===== config.mk =====
export PLATFORM = sky130hd
export DESIGN_NAME = tig_timer_irq_gate
export DESIGN_NICKNAME = d
export VERILOG_FILES = /design/src/tig_pkg.sv /design/src/tig_flag_cell.sv /design/src/tig_timer_irq_gate.sv
export SDC_FILE = /design/constraint.sdc
export NUM_CORES = 1
export LEC_CHECK = 0
export ABC_AREA = 0
export BUFFER_PORTS_ARGS = -buffer_cell sky130_fd_sc_hd__buf_2
export CAP_MARGIN = 15
export CORE_UTILIZATION = 25
export CTS_BUF_LIST = sky130_fd_sc_hd__clkbuf_4 sky130_fd_sc_hd__clkbuf_8
export DETAILED_ROUTE_END_ITERATION = 16
export GPL_ROUTABILITY_DRIVEN = 0
export PLACE_DENSITY = 0.47
export SYNTH_ARGS = -nofsm -noshare
export SYNTH_HDL_FRONTEND = slang
export SYNTH_SLANG_ARGS = --single-unit

===== constraint.sdc =====
create_clock -name ref_clk -period 5.6 [get_ports ref_clk]
set_clock_uncertainty 0.1 [all_clocks]
set_input_delay 0.84 -clock ref_clk [delete_from_list [all_inputs] [get_ports ref_clk]]
set_output_delay 0.84 -clock ref_clk [all_outputs]
set_load 0.01 [all_outputs]

===== src/tig_pkg.sv =====
package tig_pkg;

  // ----------------------------------------------------------------------
  // widths and register offsets
  // ----------------------------------------------------------------------
  localparam int         TIG_CNT_W       = 16;
  localparam int         TIG_NUM_CHAN    = 4;
  localparam int         TIG_NUM_SRC     = 5;
  localparam logic [7:0] ADDR_IRQ_ENABLE = 8'h00;
  localparam logic [7:0] ADDR_STATUS     = 8'h04;
  localparam logic [7:0] ADDR_CONTROL    = 8'h08;
  localparam logic [7:0] ADDR_COUNTER    = 8'h0c;
  localparam logic [7:0] ADDR_GR_BASE    = 8'h10;
  localparam logic [7:0] ADDR_GR_STEP    = 8'h04;

  // ----------------------------------------------------------------------
  // field positions and reset values
  // ----------------------------------------------------------------------
  localparam int         BIT_OVERFLOW    = 7;
  localparam int         BIT_RSVD_LSB    = 4;
  localparam int         CTRL_RUN_BIT    = 0;
  localparam int         CTRL_MODE_LSB   = 4;
  localparam logic [2:0] RSVD_READ_VALUE = 3'h7;
  localparam logic [4:0] IRQ_ENABLE_RST  = 5'h00;
  localparam logic [3:0] MODE_RST        = 4'h0;
  localparam logic       RUN_RST         = 1'h0;
  localparam int         SRC_OVERFLOW    = 4;

  // ----------------------------------------------------------------------
  // carriers and states
  // ----------------------------------------------------------------------
  typedef struct packed {
    logic        psel;
    logic        penable;
    logic        pwrite;
    logic [7:0]  paddr;
    logic [31:0] pwdata;
  } tig_apb_req_t;

  typedef struct packed {
    logic        pready;
    logic        pslverr;
    logic [31:0] prdata;
  } tig_apb_rsp_t;

  typedef struct packed {
    logic overflow_irq_request;
    logic chan_d_irq_request;
    logic chan_c_irq_request;
    logic chan_b_irq_request;
    logic chan_a_irq_request;
  } tig_irq_t;

  typedef enum logic {
    FLAG_IDLE  = 1'b0,
    FLAG_ARMED = 1'b1
  } tig_arm_state_t;

endpackage


===== src/tig_flag_cell.sv =====
`timescale 1ns/10ps
module tig_flag_cell (
  input  wire logic ref_clk,
  input  wire logic rst,
  input  wire logic set_evt,
  input  wire logic rd_evt,
  input  wire logic wr_evt,
  input  wire logic wr_bit,
  output logic      flag,
  output logic      armed
);
  import tig_pkg::*;

  typedef struct packed {
    logic           flag;
    tig_arm_state_t arm;
  } tig_cell_state_t;

  tig_cell_state_t st_reg;
  tig_cell_state_t st_next;

  // ----------------------------------------------------------------------
  // read-then-write-zero clear, set has priority
  // ----------------------------------------------------------------------
  always_comb begin
    st_next = st_reg;
    if (rd_evt && st_reg.flag) begin
      st_next.arm = FLAG_ARMED;
    end
    if (wr_evt) begin
      case (st_reg.arm)
        FLAG_ARMED: begin
          if (!wr_bit) begin
            st_next.flag = 1'b0;
          end
        end
        FLAG_IDLE: begin
          st_next.flag = st_reg.flag;
        end
        default: begin
          st_next.flag = st_reg.flag;
        end
      endcase
      st_next.arm = FLAG_IDLE;
    end
    if (set_evt) begin
      st_next.flag = 1'b1;
    end
  end

  always_ff @(posedge ref_clk) begin
    if (rst) begin
      st_reg <= '{flag: 1'b0, arm: FLAG_IDLE};
    end else begin
      st_reg <= st_next;
    end
  end

  assign flag  = st_reg.flag;
  assign armed = (st_reg.arm == FLAG_ARMED);

endmodule


===== src/tig_timer_irq_gate.sv =====
// Added by the designer: the register addresses and register access over APB.
`timescale 1ns/10ps
module tig_timer_irq_gate #(
  parameter int CNT_W = tig_pkg::TIG_CNT_W
) (
  input  wire logic                   ref_clk,
  input  wire logic                   rst,
  input  wire tig_pkg::tig_apb_req_t  apb_req,
  output tig_pkg::tig_apb_rsp_t       apb_rsp,
  input  wire logic [3:0]             capture_in,
  output tig_pkg::tig_irq_t           irq
);
  import tig_pkg::*;

  typedef struct packed {
    tig_apb_rsp_t          rsp;
    tig_irq_t              irq;
    logic [4:0]            irq_enable;
    logic                  run;
    logic [3:0]            mode;
    logic [CNT_W-1:0]      timer_counter;
    logic [3:0][CNT_W-1:0] general_reg;
  } tig_state_t;

  tig_state_t st_reg;
  tig_state_t st_next;
  logic [4:0] flag;
  logic [4:0] armed;
  logic [4:0] evt;
  logic [4:0] wr_bits;
  logic       setup;
  logic       access;
  logic       rd_stat;
  logic       wr_stat;
  logic       wr_cnt;

  // ----------------------------------------------------------------------
  // address decode
  // ----------------------------------------------------------------------
  function automatic logic reg_hit(input logic [7:0] a,
                                   input logic [7:0] target);
    reg_hit = (a == target);
  endfunction

  function automatic logic [7:0] gr_addr(input int idx);
    gr_addr = ADDR_GR_BASE + 8'(idx) * ADDR_GR_STEP;
  endfunction

  function automatic logic is_mapped(input logic [7:0] a);
    logic m;
    m = reg_hit(a, ADDR_IRQ_ENABLE) || reg_hit(a, ADDR_STATUS) ||
        reg_hit(a, ADDR_CONTROL) || reg_hit(a, ADDR_COUNTER);
    for (int i = 0; i < TIG_NUM_CHAN; i++) begin
      m = m || reg_hit(a, gr_addr(i));
    end
    is_mapped = m;
  endfunction

  assign setup   = apb_req.psel && !apb_req.penable;
  assign access  = apb_req.psel && apb_req.penable && st_reg.rsp.pready;
  assign rd_stat = access && !apb_req.pwrite &&
                   reg_hit(apb_req.paddr, ADDR_STATUS);
  assign wr_stat = access && apb_req.pwrite &&
                   reg_hit(apb_req.paddr, ADDR_STATUS);
  assign wr_cnt  = access && apb_req.pwrite &&
                   reg_hit(apb_req.paddr, ADDR_COUNTER);
  assign wr_bits = {apb_req.pwdata[BIT_OVERFLOW], apb_req.pwdata[3:0]};

  // ----------------------------------------------------------------------
  // flag events
  // ----------------------------------------------------------------------
  // wrap detect
  assign evt[SRC_OVERFLOW] = st_reg.run && !wr_cnt &&
                             (st_reg.timer_counter == {CNT_W{1'b1}});

  genvar g;
  generate
    for (g = 0; g < TIG_NUM_CHAN; g++) begin : g_chan
      assign evt[g] = st_reg.mode[g] ? capture_in[g] :
                      (st_reg.run && st_reg.timer_counter ==
                       st_reg.general_reg[g]);
    end
    for (g = 0; g < TIG_NUM_SRC; g++) begin : g_flag
      tig_flag_cell u_flag (
        .ref_clk (ref_clk),
        .rst     (rst),
        .set_evt (evt[g]),
        .rd_evt  (rd_stat),
        .wr_evt  (wr_stat),
        .wr_bit  (wr_bits[g]),
        .flag    (flag[g]),
        .armed   (armed[g])
      );
    end
  endgenerate

  // ----------------------------------------------------------------------
  // next state
  // ----------------------------------------------------------------------
  always_comb begin
    st_next             = st_reg;
    st_next.rsp.pready  = setup;
    st_next.rsp.pslverr = setup && !is_mapped(apb_req.paddr);
    st_next.rsp.prdata  = 32'h0;
    if (setup && !apb_req.pwrite) begin
      case (apb_req.paddr)
        ADDR_IRQ_ENABLE: st_next.rsp.prdata = {24'h0,
          st_reg.irq_enable[SRC_OVERFLOW], RSVD_READ_VALUE,
          st_reg.irq_enable[3:0]};
        ADDR_STATUS: st_next.rsp.prdata = {24'h0, flag[SRC_OVERFLOW],
          RSVD_READ_VALUE, flag[3:0]};
        ADDR_CONTROL: st_next.rsp.prdata = {24'h0, st_reg.mode, 3'h0,
          st_reg.run};
        ADDR_COUNTER: st_next.rsp.prdata = 32'(st_reg.timer_counter);
        default: begin
          for (int i = 0; i < TIG_NUM_CHAN; i++) begin
            if (reg_hit(apb_req.paddr, gr_addr(i))) begin
              st_next.rsp.prdata = 32'(st_reg.general_reg[i]);
            end
          end
        end
      endcase
    end
    if (access && apb_req.pwrite) begin
      if (reg_hit(apb_req.paddr, ADDR_IRQ_ENABLE)) begin
        st_next.irq_enable = wr_bits;
      end
      if (reg_hit(apb_req.paddr, ADDR_CONTROL)) begin
        st_next.run  = apb_req.pwdata[CTRL_RUN_BIT];
        st_next.mode = apb_req.pwdata[CTRL_MODE_LSB +: 4];
      end
      for (int i = 0; i < TIG_NUM_CHAN; i++) begin
        if (reg_hit(apb_req.paddr, gr_addr(i))) begin
          st_next.general_reg[i] = apb_req.pwdata[CNT_W-1:0];
        end
      end
    end
    if (wr_cnt) begin
      st_next.timer_counter = apb_req.pwdata[CNT_W-1:0];
    end else if (st_reg.run) begin
      st_next.timer_counter = st_reg.timer_counter + 1'b1;
    end
    for (int i = 0; i < TIG_NUM_CHAN; i++) begin
      if (st_reg.mode[i] && capture_in[i]) begin
        st_next.general_reg[i] = st_reg.timer_counter;
      end
    end
    st_next.irq.overflow_irq_request =
      flag[SRC_OVERFLOW] && st_reg.irq_enable[SRC_OVERFLOW];
    st_next.irq.chan_d_irq_request = flag[3] && st_reg.irq_enable[3];
    st_next.irq.chan_c_irq_request = flag[2] && st_reg.irq_enable[2];
    st_next.irq.chan_b_irq_request = flag[1] && st_reg.irq_enable[1];
    st_next.irq.chan_a_irq_request = flag[0] && st_reg.irq_enable[0];
  end

  always_ff @(posedge ref_clk) begin
    if (rst) begin
      st_reg            <= '0;
      st_reg.irq_enable <= IRQ_ENABLE_RST;
      st_reg.run        <= RUN_RST;
      st_reg.mode       <= MODE_RST;
    end else begin
      st_reg <= st_next;
    end
  end

  assign apb_rsp = st_reg.rsp;
  assign irq     = st_reg.irq;
endmodule


==> metrics.log, run 1 <==
[metrics] status: complete, no violations
[metrics] total routed wirelength: 25810 um
[metrics] flip-flop count of the largest register, all copies and words added: 90
[metrics] Hold WS: 348.3 ps
[metrics] final hold violation count: 0
[metrics] timing startpoint of the critical path: apb_req[37]
[metrics] site row count: a little over 60
[metrics] Setup violations, final: 0
[metrics] TritonCTS clock tree: built
[metrics] average cell area after synthesis: 8.470 um2
[metrics] fraction of final layout cells with drive strength greater than 1: 18.99%
[metrics] ratio of final minimum period to clock period: between 50% and 60%
[metrics] register area: ~2500 um2
[metrics] dominant cell type by area after synthesis: sky130_fd_sc_hd__dfxtp_1
[metrics] H-Tree Level Count: 4
[metrics] quantity of I/O buffers inserted on ports: between 50 and 60
[metrics] vias in the first global route: 5934
[metrics] maximum number of pins on one net before global-route repair: 58
[metrics] Resized Gates After CTS: 0
[metrics] Leak Pwr: 3.030 nW
[metrics] area of the core: 28090 um2
[metrics] number of buffers created by CTS: 17
[metrics] DRC violation count after routing: 0
[metrics] slew at the pin with the worst max-slew slack: 1069 ps
[metrics] cts hold-fix bufs: 0
[metrics] number of clock sinks: between 100 and 150
[metrics] floorplan die height: 171.7 um
[metrics] # Post-CTS Setup Buffers: 0
[metrics] initial core utilization: 25.63%
[metrics] flip-flop and latch count after synthesis: 123
[metrics] count of pins on the block boundary: 88
[metrics] maximum net fanout on the critical path: 8
[metrics] Hold WC Path Type: reg2reg
[metrics] start-to-end type of the worst setup path: in2reg
[metrics] number of pins exceeding their max-slew limit in the final report: 0
[metrics] commonest non-fill, non-tap cells in the layout: sky130_fd_sc_hd__dfxtp_1 (123), sky130_fd_sc_hd__nor2_1 (117), sky130_fd_sc_hd__nand2_1 (82)
[metrics] number of distinct library cells after synthesis: 50
[metrics] Nets: 887
[metrics] routed vias: around 6300
[metrics] power density cells: 232.6 nW/um2
[metrics] setup TNS: 0 ps
[metrics] width of the chip: around 170 um
[metrics] full die area: 29480 um2
[metrics] fraction of post-synthesis cell area in the top cell type by area: 34.20%
[metrics] antenna cell count: 0
[metrics] clock transition at the registers of the reported paths: approximately 80 ps
[metrics] post-DR vias/cell: 5.175
[metrics] peak supply drop: 132.1 uV
[metrics] register-to-register path setup slack: 2460 ps
[metrics] Top FF cell, synth: sky130_fd_sc_hd__dfxtp_1
[metrics] first-pass GRT wire length: about 39000 um
[metrics] synthesized area: between 7000 and 8000 um2
[metrics] CTS root buf: sky130_fd_sc_hd__clkbuf_8
[metrics] Maximum Capacitance Violations: 0
[metrics] capturing instance or port of the critical path: apb_rsp[10]
[metrics] Critical Path Start Type: input pin
[metrics] First DRT Iteration DRCs: 526
[metrics] unrepaired setup endpoints after global routing: false
[metrics] worst reg2reg path startpoint: st_reg[82]
[metrics] number of cell instances on the worst register-to-register path: 6
[metrics] Reg-to-Reg End: st_reg[43]
[metrics] commonest non-fill, non-tap cell in the layout: sky130_fd_sc_hd__dfxtp_1
[metrics] number of warning messages in the yosys log: 0
[metrics] Setup crit end kind: flop
[metrics] Req. time, crit path: ~5800 ps
[metrics] layout-stage area growth over the synthesis result: 9.593%
[metrics] cell types occupying the most area after synthesis: sky130_fd_sc_hd__dfxtp_1 (34%), sky130_fd_sc_hd__nor2_1 (6.1%), sky130_fd_sc_hd__a311oi_2 (5.8%), sky130_fd_sc_hd__nand3_1 (5.5%), sky130_fd_sc_hd__xor2_1 (5.4%)
[metrics] Relative slew margins: 28.61%
[metrics] Arrival @ worst endpoint: 3390 ps
[metrics] final critical delay including setup and external delays: 3178 ps
[metrics] number of routed nets with antenna violations: 0
[metrics] Wirelength per Cell: between 20 and 25 um
[metrics] highest clock frequency the design can meet: around 310 MHz
[metrics] sequential-to-total area share from yosys stat: 34.20%
[metrics] Initial DRT Pass Iterations: 5
[metrics] Total Routing Usage GR: 18.03%
[metrics] number of instances in the synthesized netlist: 850
[metrics] detailed placement HPWL: 16940 um
[metrics] clk buf depth: 2
[metrics] overall overflow remaining after global route: 0
[metrics] fillcell total: between 3000 and 4000
[metrics] proportion of register bits with asynchronous set or reset after synthesis: 0%
[metrics] initial antenna violation count: 1
[metrics] multi-input logic area: 4115 um2
[metrics] Post-synth EDFFs: 0
[metrics] Worst-Skew Late Latency: 450 ps
-- routing by layer --
layer / vias to the layer above / routed length [um] / GRT usage (%) / share of wire, %
li1: 2958 / - / - / -
met1: 3122 / 11540 / 23.73 / 45
met2: 226 / 12120 / 28.83 / 47
met3: 36 / 1513 / 3.359 / 5.9
met4: 2 / 622 / 7.259 / 2.4
met5: - / 10 / 0 / 0.039
-- cell type report --
class / instances / share of cell area [%]
multi-input combinational: 614 / 52.16
clock buffer: 22 / 3.679
sequential: 123 / 31.21
tap: 378 / 5.994
clock inverter: 8 / 1.491
timing repair buffer: 70 / 4.948
inverter: 11 / 0.5233
-- worst min path at each step --
stage	startpoint	end	slack [ps]	cells after the start
global placement	st_reg[87]	irq[2]	330	2
detailed placement	st_reg[87]	irq[2]	340	2
global route	st_reg[87]	irq[2]	370	2
CTS	st_reg[87]	irq[2]	350	2
floorplan	st_reg[87]	irq[2]	320	2
finish	st_reg[87]	irq[2]	350	2
-- cells by family after synthesis --
logic type      Yosys count  synth area share [%]
xor+xnor                 79                 9.611
other cells               1               0.05209
compound gates          134                 17.80
mux                      36                 6.535
fa+ha+maj                 1                0.1738
buf+inv                 128                 9.419
simple gates            348                 22.21
flops                   123                 34.20
-- synth_stat cells (all sizes together) (13+ instances only) --
master / count
dfxtp: 123
xnor2: 35
a311oi: 64
nor4: 17
nand2: 82
xor2: 44
nor2: 125
mux2i: 20
clkbuf: 54
a211oi: 16
buf: 63
nand3: 79
nand4: 13
-- report_power, final --
part / internal, mW / leakage (nW) / total, mW / switching, mW
Clock: 0.478 / 0.211 / 0.856 / 0.378
Combinational: 0.0240 / 1.83 / 0.104 / 0.0799
Sequential: 0.875 / 0.990 / 0.875 / 0.000491
-- worst max-delay path: stages --
cell and delay [ps]:
sky130_fd_sc_hd__buf_2 110, sky130_fd_sc_hd__or4b_1 750, sky130_fd_sc_hd__nor2_1 660, sky130_fd_sc_hd__nand2_1 460, sky130_fd_sc_hd__o32ai_1 550
-- stage by stage --
step | cell area (um2) | std cells | setup slack, ps | util, % | power (mW)
global placement | 7482 | 1196 | 1918 | 26.64 | 0.9990
detailed placement | 7482 | 1196 | 1966 | 26.64 | 0.9996
floorplan | 7256 | 865 | 2997 | - | 0.9644
global route | 7890 | 1226 | 2292 | 28.09 | 1.895
finish | 7890 | 1226 | 2422 | 28.09 | 1.835
CTS | 7890 | 1226 | 2446 | 28.09 | 1.850
(Power assumes the default switching activity.)
==> inputs of run 2 (changes only) <==
--- a/config.mk
+++ b/config.mk
@@ -12,7 +12,7 @@
 export CTS_BUF_LIST = sky130_fd_sc_hd__clkbuf_4 sky130_fd_sc_hd__clkbuf_8
 export DETAILED_ROUTE_END_ITERATION = 16
 export GPL_ROUTABILITY_DRIVEN = 0
-export PLACE_DENSITY = 0.47
+export PLACE_DENSITY = 0.48
 export SYNTH_ARGS = -nofsm -noshare
 export SYNTH_HDL_FRONTEND = slang
 export SYNTH_SLANG_ARGS = --single-unit
==> constraint.sdc (replaced) <==
create_clock -name ref_clk -period 2.72 [get_ports ref_clk]
set_clock_uncertainty 0.1 [all_clocks]
set_input_delay 0.408 -clock ref_clk [delete_from_list [all_inputs] [get_ports ref_clk]]
set_output_delay 0.408 -clock ref_clk [all_outputs]
set_load 0.01 [all_outputs]
==> run 2 against run 1 <==
Net effect: via count barely moved; first-iteration DRC count rose by 7.2%; clock power grew 86%; utilization increased by 0.94 points; clock-buffer cell count is 1 lower; sequential power up 110%; non-clock buffer count is 31 higher; register-to-register slack worse by 1800 ps; critical path type unchanged; critical endpoint is now st_reg[40]; highest routed layer is now met4.
==> metrics.log, run 2 (synthesis gave the netlist of run 1 again) <==
[metrics] area of the core: 28090 um2
[metrics] maximum number of pins on one net before global-route repair: 103
[metrics] # Post-CTS Setup Buffers: 0
[metrics] Req. time, crit path: ~3000 ps
[metrics] Max stage delay on crit path: 770 ps
[metrics] hold path start: apb_req[15]
[metrics] met1 track utilization from global routing: 23.37%
[metrics] Critical Path Slowest Stage Cell: sky130_fd_sc_hd__or4b_1
[metrics] maximum net fanout on the critical path: 32
[metrics] initial core utilization: 25.63%
[metrics] met2 Usage GRT: 29.41%
[metrics] full die area: approximately 29000 um2
[metrics] most utilized layer in the global route result: met2
[metrics] start-to-end type of the worst setup path: in2reg
[metrics] placed cell areas: 7777 um2
[metrics] total routed wirelength: 25640 um
[metrics] Wirelength per Cell: 20.37 um
[metrics] Arrival @ worst endpoint: approximately 2400 ps
[metrics] final std cell area, no fill: 8155 um2
[metrics] Total Routing Usage GR: 17.87%
[metrics] setup TNS: 0 ps
[metrics] power density cells: 443.9 nW/um2
[metrics] TritonCTS clock tree: built
[metrics] detailed placement HPWL: 17310 um
[metrics] vias in the first global route: roughly 6100
[metrics] final hold violation count: 0
[metrics] number of clock sinks: 123
[metrics] post-DR vias/cell: 5.037
[metrics] count of pins on the block boundary: 88
[metrics] status: complete, no violations
[metrics] Relative slew margins: 60.26%
[metrics] Maximum Capacitance Violations: 0
[metrics] initial antenna violation count: 1
[metrics] slew at the pin with the worst max-slew slack: 596.1 ps
[metrics] commonest non-fill, non-tap cells in the layout: sky130_fd_sc_hd__dfxtp_1 (123), sky130_fd_sc_hd__nor2_1 (117), sky130_fd_sc_hd__nand2_1 (82)
[metrics] H-Tree Level Count: 4
[metrics] ratio of final minimum period to clock period: between 70% and 80%
[metrics] CTS root buf: sky130_fd_sc_hd__clkbuf_8
[metrics] Power, Total: 3.620 mW
[metrics] fillcell total: 3026
[metrics] Nets: about 900
[metrics] final critical delay including setup and external delays: 2101 ps
[metrics] number of buffers created by CTS: 17
[metrics] cts hold-fix bufs: 0
[metrics] timing startpoint of the critical path: apb_req[37]
[metrics] width of the chip: ~170 um
[metrics] floorplan die height: 171.7 um
[metrics] first-pass GRT wire length: a little under 40000 um
[metrics] Hold WC Path Type: in2reg
[metrics] commonest non-fill, non-tap cell in the layout: sky130_fd_sc_hd__dfxtp_1
[metrics] final worst-path setup slack: 619.1 ps
[metrics] number of routed nets with antenna violations: 0
[metrics] peak supply drop: 259.5 uV
[metrics] clock transition at the registers of the reported paths: ~80 ps
[metrics] unrepaired setup endpoints after global routing: false
[metrics] First DRT Iteration DRCs: 564
[metrics] worst reg2reg path startpoint: st_reg[73]
[metrics] flip-flop count of the largest register, all copies and words added: 90
[metrics] Cell Chain, Critical Path: buf_2 -> or4b_1 -> o41ai_4 -> buf_12 -> nor2_1 -> a311oi_2
[metrics] routed vias: 6342
[metrics] quantity of I/O buffers inserted on ports: 55
[metrics] Critical Path Start Type: input pin
[metrics] pre-CTS worst setup slack: between 150 and 200 ps
[metrics] clk buf depth: 2
[metrics] Resized Gates After CTS: 0
[metrics] Initial DRT Pass Iterations: 5
[metrics] fraction of final layout cells with drive strength greater than 1: 22.02%
[metrics] site row count: slightly above 60
[metrics] Leak Pwr: 3.170 nW
[metrics] Setup crit end kind: flop
[metrics] layout-stage area growth over the synthesis result: 13.28%
[metrics] Hold WS: 192.1 ps
[metrics] met3 Track Usage GR: 3.037%
[metrics] antenna cell count: 0
[metrics] highest clock frequency the design can meet: 476.0 MHz
[metrics] Worst-Skew Late Latency: 450 ps
[metrics] overall overflow remaining after global route: 0
[metrics] Setup violations, final: 0
[metrics] DRC violation count after routing: 0
[metrics] number of pins exceeding their max-slew limit in the final report: 0
==> run 2: cell count changes in the layout (fill, tap and decap cells not counted), sizes merged <==
cell      change
bufinv        -2
clkbuf        -1
buf          +31
clkinvlp      +5
==> run 2: routing by layer <==
| metal | wire length, um | part of all wire (%) | vias up |
|---|---|---|---|
| li1 | - | - | 3014 |
| met1 | 11510 | 45 | 3104 |
| met2 | 12190 | 48 | 191 |
| met3 | 1343 | 5.2 | 33 |
| met4 | 603 | 2.4 | 0 |
| met5 | 0 | 0 | - |
==> run 2: through the flow <==
stage	instances	utilization, %
global route	1259	29.04
finish	1259	29.04
detailed placement	1227	27.69
global placement	1227	27.69
CTS	1259	29.04
floorplan	865	-
==> run 2: final timing paths <==
path	endpoint	slack, ps	cells after the start
setup / recovery	st_reg[40]	620	6
hold / removal	st_reg[31]	190	3
setup reg to reg	g_flag[4].u_flag.flag	640	4
hold reg to reg	irq[2]	350	2
==> run 2: power breakdown <==
group,leakage (nW),switching (mW),total [mW],internal (mW)
Sequential,0.990,0.00105,1.80,1.80
Clock,0.179,0.793,1.59,0.797
Combinational,2.00,0.169,0.229,0.0600
Total,3.17,0.963,3.62,2.66
==> run 2: layout make-up <==
cell class	instances	area, um2	area share [%]
multi-input cells	614	4115	50.46
well taps	378	473.0	5.799
clock inverters	11	95.09	1.166
flip-flops and latches	123	2462	30.19
inverters	11	41.29	0.5063
clock buffers	21	282.8	3.467
repair buffers	101	685.7	8.407
==> run 2: worst max-delay path: cells and delay by family <==
| kind | cells | cell delay (ps) |
|---|---|---|
| AOI/OAI and AO/OA | 2 | 690 |
| buffers and inverters | 2 | 380 |
| and+or+nand+nor | 2 | 860 |
==> inputs of run 3 (changes only) <==
--- a/config.mk
+++ b/config.mk
@@ -5,7 +5,7 @@
 export SDC_FILE = /design/constraint.sdc
 export NUM_CORES = 1
 export LEC_CHECK = 0
-export ABC_AREA = 0
+export ABC_AREA = 1
 export BUFFER_PORTS_ARGS = -buffer_cell sky130_fd_sc_hd__buf_2
 export CAP_MARGIN = 15
 export CORE_UTILIZATION = 25
==> constraint.sdc (replaced) <==
create_clock -name ref_clk -period 1.8 [get_ports ref_clk]
set_clock_uncertainty 0.1 [all_clocks]
set_input_delay 0.27 -clock ref_clk [delete_from_list [all_inputs] [get_ports ref_clk]]
set_output_delay 0.27 -clock ref_clk [all_outputs]
set_load 0.01 [all_outputs]
==> run 3 against run 2 <==
Net effect: wire length increased by 22%; worst setup slack worse by 530 ps; die area grew 6.7%; first-iteration DRC count up 53%; power grew 72%; critical path depth increased by 2; utilization is 1.5 points higher; sequential share of layout area shrank 3.2 points; clock power increased by 100%; flip-flop and latch count unchanged; synthesized area rose by 6.8%; combinational power rose by 31%; critical path type is now reg2reg.
==> metrics.log, run 3 <==
[metrics] post-DR vias/cell: 4.735
[metrics] power density cells: 680.6 nW/um2
[metrics] worst reg2reg path startpoint: st_reg[69]
[metrics] first-pass GRT wire length: 46740 um
[metrics] fraction of post-synthesis cell area in the top cell type by area: 32.02%
[metrics] initial antenna violation count: 0
[metrics] number of warning messages in the yosys log: 0
[metrics] Hold WC Path Type: in2reg
[metrics] final std cell area, no fill: just over 9000 um2
[metrics] synthesized area: 7691 um2
[metrics] Arrival @ worst endpoint: 2010 ps
[metrics] Final Instance Count excl. Fillers: 1760
[metrics] cell types occupying the most area after synthesis: sky130_fd_sc_hd__dfxtp_1 (32%), sky130_fd_sc_hd__nand2_1 (18%), sky130_fd_sc_hd__nor2_1 (12%), sky130_fd_sc_hd__o21ai_0 (9.8%), sky130_fd_sc_hd__nand3_1 (5.1%)
[metrics] number of clock sinks: approximately 120
[metrics] start-to-end type of the worst setup path: reg2reg
[metrics] antenna cell count: 0
[metrics] multiplexer share of the synthesized area: 0%
[metrics] Initial DRT Pass Iterations: 6
[metrics] area share of fa/ha/maj cells after synthesis: 0.1627%
[metrics] Total Routing Usage GR: 20.24%
[metrics] Post-synth EDFFs: 0
[metrics] average cell area after synthesis: 5.985 um2
[metrics] Wirelength per Cell: 17.73 um
[metrics] Routed met1 length: 14420 um
[metrics] final critical delay including setup and external delays: between 1500 and 2000 ps
[metrics] most instantiated library cell after synthesis: sky130_fd_sc_hd__nand2_1
[metrics] CP Buf/Inv Count: 1
[metrics] Max stage delay on crit path: 520 ps
[metrics] number of routed nets with antenna violations: 0
[metrics] largest family of logic cells by synthesized area: simple AND/OR/NAND/NOR gates
[metrics] peak supply drop: 428.9 uV
[metrics] fillcell total: 3398
[metrics] H-Tree Level Count: 4
[metrics] floorplan die height: about 180 um
[metrics] cell occurring most often along the worst timing path: sky130_fd_sc_hd__nand2_1
[metrics] full die area: 31470 um2
[metrics] clock transition at the registers of the reported paths: approximately 90 ps
[metrics] Setup violations, final: 0
[metrics] CP delay by family, top: simple AND/OR/NAND/NOR gates
[metrics] commonest non-fill, non-tap cell in the layout: sky130_fd_sc_hd__nand2_1
[metrics] dominant cell type by area after synthesis: sky130_fd_sc_hd__dfxtp_1
[metrics] vias in the first global route: approximately 7600
[metrics] Maximum Capacitance Violations: 0
[metrics] timing startpoint of the critical path: st_reg[69]
[metrics] final hold violation count: 0
[metrics] number of distinct library cells after synthesis: 33
[metrics] highest clock frequency the design can meet: 583.6 MHz
[metrics] metal3 WL: 1744 um
[metrics] Setup crit end kind: flop
[metrics] compound-gate portion of the synthesized area: 14.22%
[metrics] detailed placement HPWL: 23040 um
[metrics] cts hold-fix bufs: 0
[metrics] Cell Chain, Critical Path: inv_1 -> nand2_1 -> nand2_1 -> nor2_1 -> nand2_1 -> nor2_1 -> nand3_1 -> a21oi_1
[metrics] flip-flop count of the largest register, all copies and words added: 90
[metrics] fraction of the mapped netlist area in simple logic gates: 38.23%
[metrics] unrepaired setup endpoints after global routing: false
[metrics] flip-flop and latch count after synthesis: about 120
[metrics] number of buffers created by CTS: 17
[metrics] Top FF cell, synth: sky130_fd_sc_hd__dfxtp_1
[metrics] area of the core: 29950 um2
[metrics] Nets: 1407
[metrics] CTS root buf: sky130_fd_sc_hd__clkbuf_8
[metrics] DRC violation count after routing: 0
[metrics] Leak Pwr: ~4.2 nW
[metrics] TritonCTS clock tree: built
[metrics] top post-synthesis cells by count: sky130_fd_sc_hd__nand2_1 (364), sky130_fd_sc_hd__nor2_1 (241), sky130_fd_sc_hd__o21ai_0 (151), sky130_fd_sc_hd__dfxtp_1 (123), sky130_fd_sc_hd__inv_1 (96)
[metrics] width of the chip: between 150 and 200 um
[metrics] number of instances in the synthesized netlist: 1285
[metrics] xor and xnor area share after synthesis: under 10%
[metrics] # placed instances: approximately 1700
[metrics] slew at the pin with the worst max-slew slack: 526.4 ps
[metrics] ratio of final minimum period to clock period: 95.19%
[metrics] layout-stage area growth over the synthesis result: 18.87%
[metrics] commonest non-fill, non-tap cells in the layout: sky130_fd_sc_hd__nand2_1 (364), sky130_fd_sc_hd__nor2_1 (240), sky130_fd_sc_hd__o21ai_0 (151)
[metrics] sequential-to-total area share from yosys stat: around a third
[metrics] overall overflow remaining after global route: 0
[metrics] quantity of I/O buffers inserted on ports: 55
[metrics] maximum net fanout on the critical path: 7
[metrics] Req. time, crit path: between 2000 and 2500 ps
[metrics] Relative slew margins: about 65%
[metrics] site row count: 63
[metrics] placed cell areas: 8621 um2
[metrics] initial core utilization: 25.68%
[metrics] Critical Path Start Type: flop
[metrics] Worst-Skew Late Latency: 470 ps
[metrics] fraction of final layout cells with drive strength greater than 1: 15.33%
[metrics] First DRT Iteration DRCs: 865
[metrics] Critical Path Slowest Stage Cell: sky130_fd_sc_hd__dfxtp_1
[metrics] count of pins on the block boundary: a little under 90
[metrics] status: complete, no violations
[metrics] maximum number of pins on one net before global-route repair: 87
[metrics] total routed wirelength: 31210 um
[metrics] top layer reached by signal wires: met4
[metrics] routed vias: 8334
[metrics] clk buf depth: 2
[metrics] number of pins exceeding their max-slew limit in the final report: 0
[metrics] hold path start: apb_req[42]
[metrics] wire length on met2: about 14000 um
[metrics] proportion of register bits with asynchronous set or reset after synthesis: 0%
run 3: cell types whose count changed in the layout (fill, tap and decap cells not counted), moves of 20 or more:
cell,change
sky130_fd_sc_hd__mux2i_1,-20
sky130_fd_sc_hd__a311oi_2,-28
sky130_fd_sc_hd__a21oi_1,+26
sky130_fd_sc_hd__nand2_1,+282
sky130_fd_sc_hd__o21ai_0,+142
sky130_fd_sc_hd__nor2_1,+123
sky130_fd_sc_hd__buf_4,+32
sky130_fd_sc_hd__a311oi_1,-36
sky130_fd_sc_hd__xnor2_1,-34
sky130_fd_sc_hd__xor2_1,-29
sky130_fd_sc_hd__inv_1,+85
run 3: logic make-up (layout without fill, tap and decap cells):
| family | after synthesis | after routing |
|---|---|---|
| other | 1 | 16 |
| AOI/OAI and AO/OA | 208 | 208 |
| buffers and inverters | 214 | 284 |
| DFF | 123 | 123 |
| and+or+nand+nor | 722 | 722 |
| xor gates and xnor gates | 16 | 16 |
| adders and majority gates | 1 | 1 |
run 3: per-layer routing:
metal	GRT usage, %	up-vias
met5	0	-
met4	7.942	0
met3	3.235	54
met2	31.77	288
met1	27.52	3862
li1	-	4130
run 3: report_power, final:
group          leakage (nW)  total, mW  switching, mW  internal (mW)
Sequential            0.991       2.72        0.00114           2.72
Combinational          2.99      0.301          0.208         0.0933
Clock                 0.241       3.20           1.34           1.86
Total                  4.22       6.22           1.55           4.67
run 3: layout make-up:
type                            count  area, um2  area share (%)
Clock inverter                     13      239.0           2.614
Inverter                          114      427.9           4.680
Multi-Input combinational cell    963       4257           46.56
Tap cell                          390      488.0           5.337
Timing Repair Buffer              138       1011           11.06
Sequential cell                   123       2465           26.96
Clock buffer                       19      255.2           2.792
run 3: worst min-delay path, delay by kind of cell:
kind | cells | cell delay, ps
simple gates | 1 | 140
buf+inv | 2 | 170
run 3: final timing paths:
| check | end | slack, ps | cells past startpoint |
|---|---|---|---|
| hold reg to reg | g_flag[4].u_flag.armed | 360 | 2 |
| setup reg to reg | g_flag[1].u_flag.flag | 90 | 8 |
| hold / removal | apb_rsp[33] | 40 | 3 |
| setup / recovery | g_flag[1].u_flag.flag | 90 | 8 |
run 3: per-stage QoR:
step	hold slack (ps)	utilization, %	worst slack, ps	power (mW)	setup TNS, ps
floorplan	304.9	-	367.4	2.963	0
global route	69.57	30.52	7.205	6.423	0
finish	42.92	30.52	86.52	6.222	0
global placement	337.2	28.78	-22.72	3.083	-75.95
CTS	32.89	30.43	41.11	6.269	0
detailed placement	345.0	28.78	-68.43	3.084	-435.5
run 3: timing repair:
item	in CTS	in global routing
setup buffers	0	2
gates resized for setup	0	5
setup endpoints to repair	0	4
